`src/common/pll_clock_params.svh`:
```
// Purpose: constants for core clock generation and reset release
// Assumes: included by bare name from the package and design files
// Notes:   definitions only
`ifndef PLL_CLOCK_PARAMS_SVH
`define PLL_CLOCK_PARAMS_SVH

// ----------------------------------------------------------------
// widths
// ----------------------------------------------------------------
`define PLL_MULT_W          7
`define PLL_SDR_W           3
`define PLL_DIVSEL_W        2

// ----------------------------------------------------------------
// multiplier loaded from the ratio select pins during reset
// ----------------------------------------------------------------
`define PLL_RATIO_00_MULT   7'h08
`define PLL_RATIO_01_MULT   7'h10
`define PLL_RATIO_10_MULT   7'h20
`define PLL_RATIO_11_MULT   7'h08

// ----------------------------------------------------------------
// reset values
// ----------------------------------------------------------------
`define PLL_DIVSEL_RESET    2'h0
`define PLL_SDR_RESET       3'h2
`define PLL_MULT_RESET      7'h08

// ----------------------------------------------------------------
// fixed ratios and timing counts
// ----------------------------------------------------------------
`define PLL_OSC_FACTOR      2
`define PLL_IN_DIV          2
`define PLL_PERIPH_DIV      2
`define PLL_CORE_RST_REF    4096
`define PLL_CORE_RST_CORE   2

`endif

```
`src/common/pll_clock_pkg.sv`:
```
// Purpose: shared types for core clock generation and reset release
// Assumes: constants come from pll_clock_params.svh
// Notes:   types only
`include "pll_clock_params.svh"

package pll_clock_pkg;

  // ----------------------------------------------------------------
  // types
  // ----------------------------------------------------------------
  typedef enum logic [1:0] {
    DIV_BY_2,
    DIV_BY_4,
    DIV_BY_8,
    DIV_BY_16
  } post_div_sel_t;

  typedef enum {
    ST_HOLD,
    ST_COUNT_REF,
    ST_COUNT_CORE,
    ST_RUN
  } rst_state_t;

  typedef logic [`PLL_MULT_W-1:0] pll_mult_t;
  typedef logic [`PLL_SDR_W-1:0]  sdram_ratio_t;

endpackage

```
`src/common/clock_div_if.sv`:
```
// Purpose: carries divider settings and clock enables between modules
// Assumes: one clock domain
// Notes:   ctrl side sets ratios, gen side makes enables
`timescale 1ns/10ps
`default_nettype none

interface clock_div_if;
  pll_clock_pkg::post_div_sel_t div_sel;
  pll_clock_pkg::sdram_ratio_t  sdram_ratio;
  logic                         div_restart;
  logic                         core_en;
  logic                         periph_en;
  logic                         sdram_en;

  modport ctrl (
    output div_sel,
    output sdram_ratio,
    output div_restart,
    input  core_en,
    input  periph_en,
    input  sdram_en
  );

  modport gen (
    input  div_sel,
    input  sdram_ratio,
    input  div_restart,
    output core_en,
    output periph_en,
    output sdram_en
  );
endinterface

`default_nettype wire

```
`src/design/post_divider.sv`:
```
// Purpose: oscillator to core, peripheral and sdram clock enables
// Assumes: each clk_sys cycle stands for one oscillator period
// Notes:   enables are one-cycle pulses
`timescale 1ns/10ps
`default_nettype none
`include "pll_clock_params.svh"

module post_divider (
  // clock and reset
  input  wire logic  clk_sys,
  input  wire logic  reset_n,
  // divider link
  clock_div_if.gen   div
);

  // ----------------------------------------------------------------
  // decode
  // ----------------------------------------------------------------
  function automatic logic [4:0] div_value(input pll_clock_pkg::post_div_sel_t sel);
    unique case (sel)
      pll_clock_pkg::DIV_BY_2:  div_value = 5'h02;
      pll_clock_pkg::DIV_BY_4:  div_value = 5'h04;
      pll_clock_pkg::DIV_BY_8:  div_value = 5'h08;
      pll_clock_pkg::DIV_BY_16: div_value = 5'h10;
    endcase
  endfunction

  logic [4:0]                   core_cnt_reg;
  logic                         periph_cnt_reg;
  logic [`PLL_SDR_W-1:0]        sdr_cnt_reg;
  logic                         core_en_reg;
  logic                         periph_en_reg;
  logic                         sdram_en_reg;
  wire  logic [4:0]             core_last;
  wire  logic                   core_hit;
  wire  logic [`PLL_SDR_W-1:0]  sdr_last;
  wire  logic                   sdr_hit;

  assign core_last = div_value(div.div_sel) - 5'h01;
  assign core_hit  = (core_cnt_reg >= core_last);
  // ratio 0 behaves as 1 rather than stalling the sdram clock
  assign sdr_last  = (div.sdram_ratio == '0) ? '0 : div.sdram_ratio - 1'b1;
  assign sdr_hit   = (sdr_cnt_reg >= sdr_last);

  // ----------------------------------------------------------------
  // counters
  // ----------------------------------------------------------------
  always_ff @(posedge clk_sys or negedge reset_n) begin
    if (!reset_n) begin
      core_cnt_reg   <= 5'h00;
      periph_cnt_reg <= 1'b0;
      sdr_cnt_reg    <= '0;
      core_en_reg    <= 1'b0;
      periph_en_reg  <= 1'b0;
      sdram_en_reg   <= 1'b0;
    end else if (div.div_restart) begin
      core_cnt_reg   <= 5'h00;
      periph_cnt_reg <= 1'b0;
      sdr_cnt_reg    <= '0;
      core_en_reg    <= 1'b0;
      periph_en_reg  <= 1'b0;
      sdram_en_reg   <= 1'b0;
    end else begin
      core_cnt_reg  <= core_hit ? 5'h00 : core_cnt_reg + 5'h01;
      core_en_reg   <= core_hit;
      periph_en_reg <= core_hit && periph_cnt_reg;
      sdram_en_reg  <= core_hit && sdr_hit;
      if (core_hit) begin
        periph_cnt_reg <= ~periph_cnt_reg;
        sdr_cnt_reg    <= sdr_hit ? '0 : sdr_cnt_reg + 1'b1;
      end
    end
  end

  assign div.core_en   = core_en_reg;
  assign div.periph_en = periph_en_reg;
  assign div.sdram_en  = sdram_en_reg;

endmodule

`default_nettype wire

```
`src/design/pll_clock_and_reset_release.sv`:
```
// Purpose: core clock ratio control and core reset release
// Assumes: reference clock and board reset pins are synchronous to clk_sys
// Notes:   clk_sys stands for the oscillator; ratios drive enable pulses
//
// What this block does
// - During board reset the multiplier is loaded from the ratio select pins, and software may overwrite it later.
// - The oscillator rate is two times the multiplier times the pll input rate.
// - The core clock is the oscillator divided by a post divider of 2, 4, 8 or 16 chosen by software.
// - During board reset the post divider is forced to 2.
// - The pll input is the reference clock, or the reference clock divided by 2 when input divide is enabled.
// - The peripheral clock runs at half the core clock rate.
// - The sdram clock period is the core clock period times the sdram clock ratio, with a ratio of 0 treated as 1.
// - Core reset stays asserted for 4096 reference cycles plus two core cycles after board reset release.
// - A late board reset release may add one reference cycle, up to 4097.
`timescale 1ns/10ps
`default_nettype none
`include "pll_clock_params.svh"

module pll_clock_and_reset_release #(
  parameter int REF_CYCLES  = `PLL_CORE_RST_REF,
  parameter int CORE_CYCLES = `PLL_CORE_RST_CORE
) (
  // clock and reset
  input  wire logic                    clk_sys,
  input  wire logic                    reset_n,
  // board pins
  input  wire logic                    reference_clock_in,
  input  wire logic                    board_reset_n,
  input  wire logic [1:0]              ratio_select_pins,
  // power management control write
  input  wire logic                    power_mgmt_control_wr,
  input  wire logic [`PLL_MULT_W-1:0]  wr_pll_multiplier,
  input  wire logic [1:0]              wr_post_div_sel,
  input  wire logic                    wr_input_divide_enable,
  input  wire logic [`PLL_SDR_W-1:0]   wr_sdram_clock_ratio,
  // power management control status
  output logic [`PLL_MULT_W-1:0]       pll_multiplier,
  output logic [4:0]                   pll_post_divider,
  output logic                         input_divide_enable,
  output logic [`PLL_SDR_W-1:0]        sdram_clock_ratio,
  output logic [`PLL_MULT_W:0]         osc_to_input_ratio,
  // clock enables and reset
  output logic                         pll_input_en,
  output logic                         core_clk_en,
  output logic                         periph_clk_en,
  output logic                         sdram_clock_en,
  output logic                         core_reset_n
);

  // ----------------------------------------------------------------
  // decode functions
  // ----------------------------------------------------------------
  function automatic pll_clock_pkg::pll_mult_t ratio_mult(input logic [1:0] pins);
    unique case (pins)
      2'h0: ratio_mult = `PLL_RATIO_00_MULT;
      2'h1: ratio_mult = `PLL_RATIO_01_MULT;
      2'h2: ratio_mult = `PLL_RATIO_10_MULT;
      2'h3: ratio_mult = `PLL_RATIO_11_MULT;
    endcase
  endfunction

  function automatic logic [4:0] div_value(input logic [1:0] sel);
    div_value = 5'h02 << sel;
  endfunction

  // ----------------------------------------------------------------
  // pin sampling
  // ----------------------------------------------------------------
  logic       ref_q_reg;
  logic       brst_q_reg;
  logic       in_half_reg;
  logic       pll_in_en_reg;
  wire  logic ref_rise;
  wire  logic in_reset;

  assign ref_rise = reference_clock_in && !ref_q_reg;
  assign in_reset = !brst_q_reg;

  always_ff @(posedge clk_sys or negedge reset_n) begin
    if (!reset_n) begin
      ref_q_reg  <= 1'b0;
      brst_q_reg <= 1'b0;
    end else begin
      ref_q_reg  <= reference_clock_in;
      brst_q_reg <= board_reset_n;
    end
  end

  // ----------------------------------------------------------------
  // power management control
  // ----------------------------------------------------------------
  pll_clock_pkg::pll_mult_t      mult_reg;
  pll_clock_pkg::post_div_sel_t  div_sel_reg;
  logic                          input_divide_enable_reg;
  pll_clock_pkg::sdram_ratio_t   sdr_reg;

  always_ff @(posedge clk_sys or negedge reset_n) begin
    if (!reset_n) begin
      mult_reg    <= `PLL_MULT_RESET;
      div_sel_reg <= pll_clock_pkg::post_div_sel_t'(`PLL_DIVSEL_RESET);
      input_divide_enable_reg   <= 1'b0;
      sdr_reg     <= `PLL_SDR_RESET;
    end else if (in_reset) begin
      mult_reg    <= ratio_mult(ratio_select_pins);
      div_sel_reg <= pll_clock_pkg::DIV_BY_2;
      input_divide_enable_reg   <= 1'b0;
      sdr_reg     <= `PLL_SDR_RESET;
    end else if (power_mgmt_control_wr) begin
      // range check of the product is left to software
      mult_reg    <= wr_pll_multiplier;
      div_sel_reg <= pll_clock_pkg::post_div_sel_t'(wr_post_div_sel);
      input_divide_enable_reg   <= wr_input_divide_enable;
      sdr_reg     <= wr_sdram_clock_ratio;
    end
  end

  // ----------------------------------------------------------------
  // pll input divider
  // ----------------------------------------------------------------
  always_ff @(posedge clk_sys or negedge reset_n) begin
    if (!reset_n) begin
      in_half_reg   <= 1'b0;
      pll_in_en_reg <= 1'b0;
    end else begin
      if (ref_rise) begin
        in_half_reg <= ~in_half_reg;
      end
      pll_in_en_reg <= ref_rise && (!input_divide_enable_reg || in_half_reg);
    end
  end

  // ----------------------------------------------------------------
  // post divider and derived clocks
  // ----------------------------------------------------------------
  clock_div_if div_link ();

  assign div_link.div_sel     = div_sel_reg;
  assign div_link.sdram_ratio = sdr_reg;
  // restart on every setting change keeps enables glitch free
  assign div_link.div_restart = in_reset || power_mgmt_control_wr;

  post_divider u_post_divider (
    .clk_sys (clk_sys),
    .reset_n (reset_n),
    .div     (div_link.gen)
  );

  // ----------------------------------------------------------------
  // core reset release
  // ----------------------------------------------------------------
  pll_clock_pkg::rst_state_t  state_reg;
  pll_clock_pkg::rst_state_t  state_next;
  logic [12:0]                cnt_reg;
  logic [12:0]                cnt_next;
  logic                       core_rst_n_reg;
  wire  logic [12:0]          ref_last;
  wire  logic [12:0]          core_last;

  assign ref_last  = 13'(REF_CYCLES - 1);
  assign core_last = 13'(CORE_CYCLES - 1);

  always_comb begin
    state_next = state_reg;
    cnt_next   = cnt_reg;
    unique case (state_reg)
      pll_clock_pkg::ST_HOLD: begin
        cnt_next = 13'h0000;
        if (!in_reset) begin
          state_next = pll_clock_pkg::ST_COUNT_REF;
        end
      end
      pll_clock_pkg::ST_COUNT_REF: begin
        if (ref_rise) begin
          cnt_next = cnt_reg + 13'h0001;
          if (cnt_reg == ref_last) begin
            cnt_next   = 13'h0000;
            state_next = pll_clock_pkg::ST_COUNT_CORE;
          end
        end
      end
      pll_clock_pkg::ST_COUNT_CORE: begin
        if (div_link.core_en) begin
          cnt_next = cnt_reg + 13'h0001;
          if (cnt_reg == core_last) begin
            state_next = pll_clock_pkg::ST_RUN;
          end
        end
      end
      pll_clock_pkg::ST_RUN: begin
        cnt_next = 13'h0000;
      end
    endcase
    if (in_reset) begin
      state_next = pll_clock_pkg::ST_HOLD;
      cnt_next   = 13'h0000;
    end
  end

  // a release landing between samples costs one more reference edge
  always_ff @(posedge clk_sys or negedge reset_n) begin
    if (!reset_n) begin
      state_reg      <= pll_clock_pkg::ST_HOLD;
      cnt_reg        <= 13'h0000;
      core_rst_n_reg <= 1'b0;
    end else begin
      state_reg      <= state_next;
      cnt_reg        <= cnt_next;
      core_rst_n_reg <= (state_next == pll_clock_pkg::ST_RUN);
    end
  end

  // ----------------------------------------------------------------
  // outputs
  // ----------------------------------------------------------------
  assign pll_multiplier      = mult_reg;
  assign pll_post_divider    = div_value(div_sel_reg);
  assign input_divide_enable = input_divide_enable_reg;
  assign sdram_clock_ratio   = sdr_reg;
  assign osc_to_input_ratio  = (`PLL_MULT_W+1)'(`PLL_OSC_FACTOR * mult_reg);
  assign pll_input_en        = pll_in_en_reg;
  assign core_clk_en         = div_link.core_en;
  assign periph_clk_en       = div_link.periph_en;
  assign sdram_clock_en      = div_link.sdram_en;
  assign core_reset_n        = core_rst_n_reg;

endmodule

`default_nettype wire

```
`config.mk`:
```
export PLATFORM = sky130hd
export DESIGN_NAME = pll_clock_and_reset_release
export DESIGN_NICKNAME = d
export VERILOG_FILES = /design/src/common/pll_clock_pkg.sv /design/src/common/clock_div_if.sv /design/src/design/post_divider.sv /design/src/design/pll_clock_and_reset_release.sv
export VERILOG_INCLUDE_DIRS = /design/src /design/src/common
export SDC_FILE = /design/constraint.sdc
export NUM_CORES = 1
export LEC_CHECK = 0
export BUFFER_PORTS_ARGS = -buffer_cell sky130_fd_sc_hd__buf_2
export CAP_MARGIN = 10
export CORE_MARGIN = 2
export CORE_UTILIZATION = 55
export DETAILED_ROUTE_END_ITERATION = 8
export GPL_ROUTABILITY_DRIVEN = 0
export GPL_TIMING_DRIVEN = 0
export PLACE_DENSITY = 0.81
export SYNTH_ARGS = -nofsm -noshare
export SYNTH_HDL_FRONTEND = slang
export SYNTH_HIERARCHICAL = 1
export SYNTH_SLANG_ARGS = --single-unit
```
`constraint.sdc`:
```
create_clock -name clk_sys -period 3.87 [get_ports clk_sys]
set_clock_uncertainty 0.1 [all_clocks]
set_input_delay 0.9675 -clock clk_sys [delete_from_list [all_inputs] [get_ports clk_sys]]
set_output_delay 0.9675 -clock clk_sys [all_outputs]
set_load 0.005 [all_outputs]
```
**Word level (Yosys, flattened, before mapping)**

Cells that the tools add are included.

- Register bits after elaboration: 75
- Output and inout bits: 29

- $add $sub $neg: 5
- $lt $le $gt $ge: 2
- Equality and inequality tests: 15
- Shift-type cells: 1
- Mux-type cells: 32
- Bitwise logic cells: 2
- Reduce and logical (&&, ||, !) cells: 17

Operators with widths:

| operator | number |
|---|---|
| 2-to-1 mux 32 bit | 5 |
| one-hot mux 32 bit (3 select lines) | 1 |
| equality test 32 x 2 -> 1 bit (second input constant) | 2 |
| 2-to-1 mux 13 bit | 4 |
| one-hot mux 13 bit (3 select lines) | 1 |
| equality test 32 x 1 -> 1 bit (second input constant) | 1 |
| equality test 32 x 3 -> 1 bit (second input constant) | 1 |
| logical NOT 32 bit | 1 |
| one-hot mux 7 bit (3 select lines) | 1 |
| one-hot mux 5 bit (4 select lines) | 1 |
| 2-to-1 mux 3 bit | 6 |
| 2-to-1 mux 7 bit | 2 |
| adder 13 x 1 -> 13 bit (second input constant) | 1 |
| equality test 13 x 1 -> 1 bit (second input constant) | 1 |
| equality test 13 x 12 -> 1 bit (second input constant) | 1 |
| 2-to-1 mux 5 bit | 2 |
| equality test 2 bit (second input constant) | 4 |
| 2-to-1 mux 1 bit | 7 |
| adder 5 x 1 -> 5 bit (second input constant) | 1 |
| greater-or-equal comparator 5 bit | 1 |
| left shift 2 x 2 -> 5 bit (first input constant) | 1 |
| subtractor 5 x 1 -> 5 bit (second input constant) | 1 |
| equality test 2 x 1 -> 1 bit (second input constant) | 2 |
| logical AND 1 bit | 4 |
| other kinds (15) | 22 |

**Logic depth before layout (Yosys ltp)**

- Word-level depth: 6
- Gate-level depth with buffers: 9
- Mapped depth without buffers: 9

**By module**

The synthesis kept the hierarchy.

By module, submodules not included:

| module | instances | cells an instance | area an instance (um^2) | seq. area each (um^2) |
|---|---|---|---|---|
| pll_clock_and_reset_release | 1 | 258 | 2905.3 | 1579.0 |
| post_divider | 1 | 75 | 749.5 | 300.3 |

**Least setup slack after synthesis**

OpenSTA, ideal clock, no wires.

- Path type: input -> register
- Start point: in reference_clock_in
- End point: reg cnt_reg[3]
- Arrival time: 2116 ps
- Data required time: 3692 ps
- Slack: 1576 ps
- Stages on the path: 6
- Cells stage by stage: and2b_2 o22ai_4 and4_4 buf_6 or3_2 a21oi_1

- Cells in the longest elaborated chain, start to end: 3

RTL lines:

| element | line | source |
|---|---|---|
| start, declared | pll_clock_and_reset_release.sv:27 | `input wire logic reference_clock_in,` |
| logical AND 1 bit | pll_clock_and_reset_release.sv:76 | `assign ref_rise = reference_clock_in && !ref_q_reg;` |
| inequality test 3 bit (no line) | -- |  |
| AND reduction 2 bit (no line) | -- |  |
| end signal, assigned | pll_clock_and_reset_release.sv:207 | `cnt_reg <= cnt_next;` |
| end, declared | pll_clock_and_reset_release.sv:153 | `logic [12:0] cnt_reg;` |

Every way passes these cells.
A chain may end at the register's enable or synchronous reset.

**Worst setup path in the final report**

- Start point: reg sdr_reg[0], in the netlist sdram_clock_ratio[0]
- End point: reg u_post_divider.sdr_cnt_reg[2]

- Cells in the longest elaborated chain, start to end: 6
- Elaborated cells on any way between the ends: 7

RTL lines:

| element | line | source |
|---|---|---|
| start, declared | pll_clock_and_reset_release.sv:95 | `pll_clock_pkg::sdram_ratio_t sdr_reg;` |
| start signal, assigned | pll_clock_and_reset_release.sv:102 | `` sdr_reg <= `PLL_SDR_RESET; `` |
| start signal, assigned | pll_clock_and_reset_release.sv:107 | `` sdr_reg <= `PLL_SDR_RESET; `` |
| start signal, assigned | pll_clock_and_reset_release.sv:113 | `sdr_reg <= wr_sdram_clock_ratio;` |
| subtractor 3 x 1 -> 3 bit or logical NOT 3 bit (tied branches) | post_divider.sv:42 | `assign sdr_last = (div.sdram_ratio == '0) ? '0 : div.sdram_ratio - 1'b1;` |
| 2-to-1 mux 3 bit * | post_divider.sv:42 |  |
| greater-or-equal comparator 3 bit * | post_divider.sv:43 | `assign sdr_hit = (sdr_cnt_reg >= sdr_last);` |
| 2-to-1 mux 3 bit * | post_divider.sv:70 | `sdr_cnt_reg <= sdr_hit ? '0 : sdr_cnt_reg + 1'b1;` |
| 2-to-1 mux 3 bit * | post_divider.sv:68 | `if (core_hit) begin` |
| 2-to-1 mux 3 bit * | post_divider.sv:56 | `end else if (div.div_restart) begin` |
| end signal, assigned | post_divider.sv:70 |  |
| end, declared | post_divider.sv:30 | `` logic [`PLL_SDR_W-1:0] sdr_cnt_reg; `` |

Mark *: on every way between the ends. The rest lies on a longest branch, timed or not. The select of a mux whose other input is x is not followed.

==> metrics <==
RSZ-0062 raised after global routing=no; die area=7313 um2; DRC errors left=0; core area=6386 um2; Tot Pwr=1.524 mW; max-cap viol count=0; Bufs on Longest Clock Path=2; top post-synthesis cells by area=dfrtp_1 50%, and2_1 5.6%, ha_1 5.1%; WP data required=4.05 ns; post-synth top area share=49.98%; WL/cell=14.97 um; Worst Setup Start Kind=flop; CTS tree=done; initial antenna violation count=0; Initial Utilization=57.23%; CTS resizes=0; worst-skew pair later-pin latency=0.34 ns; run status=finished clean; FMAX=0.4556 GHz; Inserted Diodes=0; max-slew violation count=0; Setup Crit Path Kind=flop to flop; setup ws final=1.675 ns; setup_tns=0 ns; Tot GR Track Use=21.43%; yosys warns=6; # nets final=426; hold slack=0.3778 ns; Post-DP HPWL=5129 um; total global routing overflow=0; Mapped Avg Cell Area=10.98 um2; IR drop worst, VDD=0.3054 mV; Final Cycle Share=56.71%; Setup Viol. Count Final=0; Yosys cell types=59; row count=29; worst-path maximum fanout=5; Die H=85.52 um; flops & latches, synth=75; first-pass detailed-route iteration total=4; vias in the first global route=2659; Via Count=2595; Final Hold Fails=0; final instance area=4195 um2; hold buffer count at CTS=0; Cell Pwr Density=363.3 nW/um2; cell area after synthesis=3655 um2; Clock Tree Root=clkbuf_8; Ports=49; setup repair bufs after CTS=0; synthesis-to-finish area growth=14.79%; WP data arrival=2.37 ns; port bufs=45; Leakage=2.032 nW; total wire length=7081 um; Die W=85.52 um; Area after DPL=4010 um2; Hold WC Path Type=input port to asynchronous set/reset pin; final core occ=65.69%; largest net degree at the start of global routing=61; share of post-route cells with drive strength above 1=25.51%; Post-Place Cells=457; H-Tree Depth=3; vias per inst=5.486; Critical Path End Type=flop; Final min period=2.195 ns; clk sinks=75; clock-pin slew on the worst setup and hold paths=0.08 ns; post-synthesis cell count=333; first-pass GRT wire length=12300 um; Main synth FF type=dfrtp_1; Num CTS Buffers=9; Post-synth EDFFs=0; Largest register FFs=32; area leader, netlist=dfrtp_1; number of DRC markers in iteration 0=147; most common cell after layout, fill and taps aside=dfrtp_1; commonest cells after routing, fill and taps aside=73 x dfrtp_1, 46 x buf_2, 33 x and2_1; DP Worst Slack=1.365 ns; sequential fraction of the synthesis area=51.42%; fraction of registers with async set/reset=100.0%; final cell count without fillers=473; Antenna Nets Post-Route=0
per-layer routing:
metal | global-route usage [%] | part of all wire [%]
met1 | 27.77 | 45
met2 | 34.80 | 50
met3 | 3.850 | 2.6
met4 | 10.82 | 1.7
met5 | 0 | 0
synthesized netlist by cell type, types with 3 or more instances:
| master | count |
|---|---|
| or3_2 | 4 |
| nor2_1 | 16 |
| nand2b_1 | 4 |
| a21oi_1 | 16 |
| o21ai_0 | 7 |
| and2_1 | 33 |
| nor2b_1 | 13 |
| nor3b_1 | 3 |
| nand2_1 | 11 |
| ha_1 | 15 |
| nor4_1 | 8 |
| buf_4 | 9 |
| nor3_1 | 7 |
| clkbuf_1 | 8 |
| o31ai_1 | 4 |
| nand3_1 | 14 |
| mux2i_1 | 13 |
| inv_1 | 16 |
| or4_1 | 3 |
| nand4_1 | 3 |
| dfrtp_1 | 73 |
report_power, final:
group / internal, mW / switching, mW
sequential: 0.804 / 0.0172
combinational: 0.0717 / 0.0830
clock: 0.256 / 0.293
cells by family after synthesis:
group	synth area share, %
flip-flops	51.42
buffers and inverters	5.204
AO/OA/AOI/OAI	10.68
AND/OR/NAND/NOR	22.84
other	0.2055
adder cells (fa/ha/maj)	5.135
XOR/XNOR	0.9588
multiplexers	3.560
worst max-delay path: stages (launching register included):
cell and delay (ns):
dfrtp_1 0.44, or2_2 0.31, inv_1 0.08, ha_1 0.15, nor2_1 0.05, ha_1 0.28
nand2b_1 0.17, a31oi_4 0.25, o2111ai_1 0.15, a21oi_1 0.15
cell type report:
class	instances	area, um2
Buffer	21	130.1
Clock buffer	10	137.6
Clock inverter	6	47.55
Fill cell	493	2191
Inverter	16	60.06
Multi-Input combinational cell	222	1589
Sequential cell	75	1879
Tap cell	77	96.34
Timing Repair Buffer	46	255.2
path summary, 6_finish.rpt:
| kind | startpoint | endpoint | slack [ns] | depth (start not counted) |
|---|---|---|---|---|
| worst min register to register | state_reg[13]$_DFF_PN0_ | state_reg[13]$_DFF_PN0_ | 0.39 | 1 |
| worst max register to register | sdram_clock_ratio[0]$_DFFE_PN0P_ | u_post_divider/sdr_cnt_reg[2]$_DFFE_PN0P_ | 1.68 | 9 |
| min in group clk_sys | state_reg[13]$_DFF_PN0_ | state_reg[13]$_DFF_PN0_ | 0.39 | 1 |
| worst min-delay path | reset_n | u_post_divider/sdr_cnt_reg[2]$_DFFE_PN0P_ | 0.38 | 1 |
| max in group asynchronous | reset_n | pll_multiplier[3]$_DFFE_PN1P_ | 2.70 | 2 |
| worst max-delay path | sdram_clock_ratio[0]$_DFFE_PN0P_ | u_post_divider/sdr_cnt_reg[2]$_DFFE_PN0P_ | 1.68 | 9 |
No activity file was read; power rests on OpenSTA's default activity.
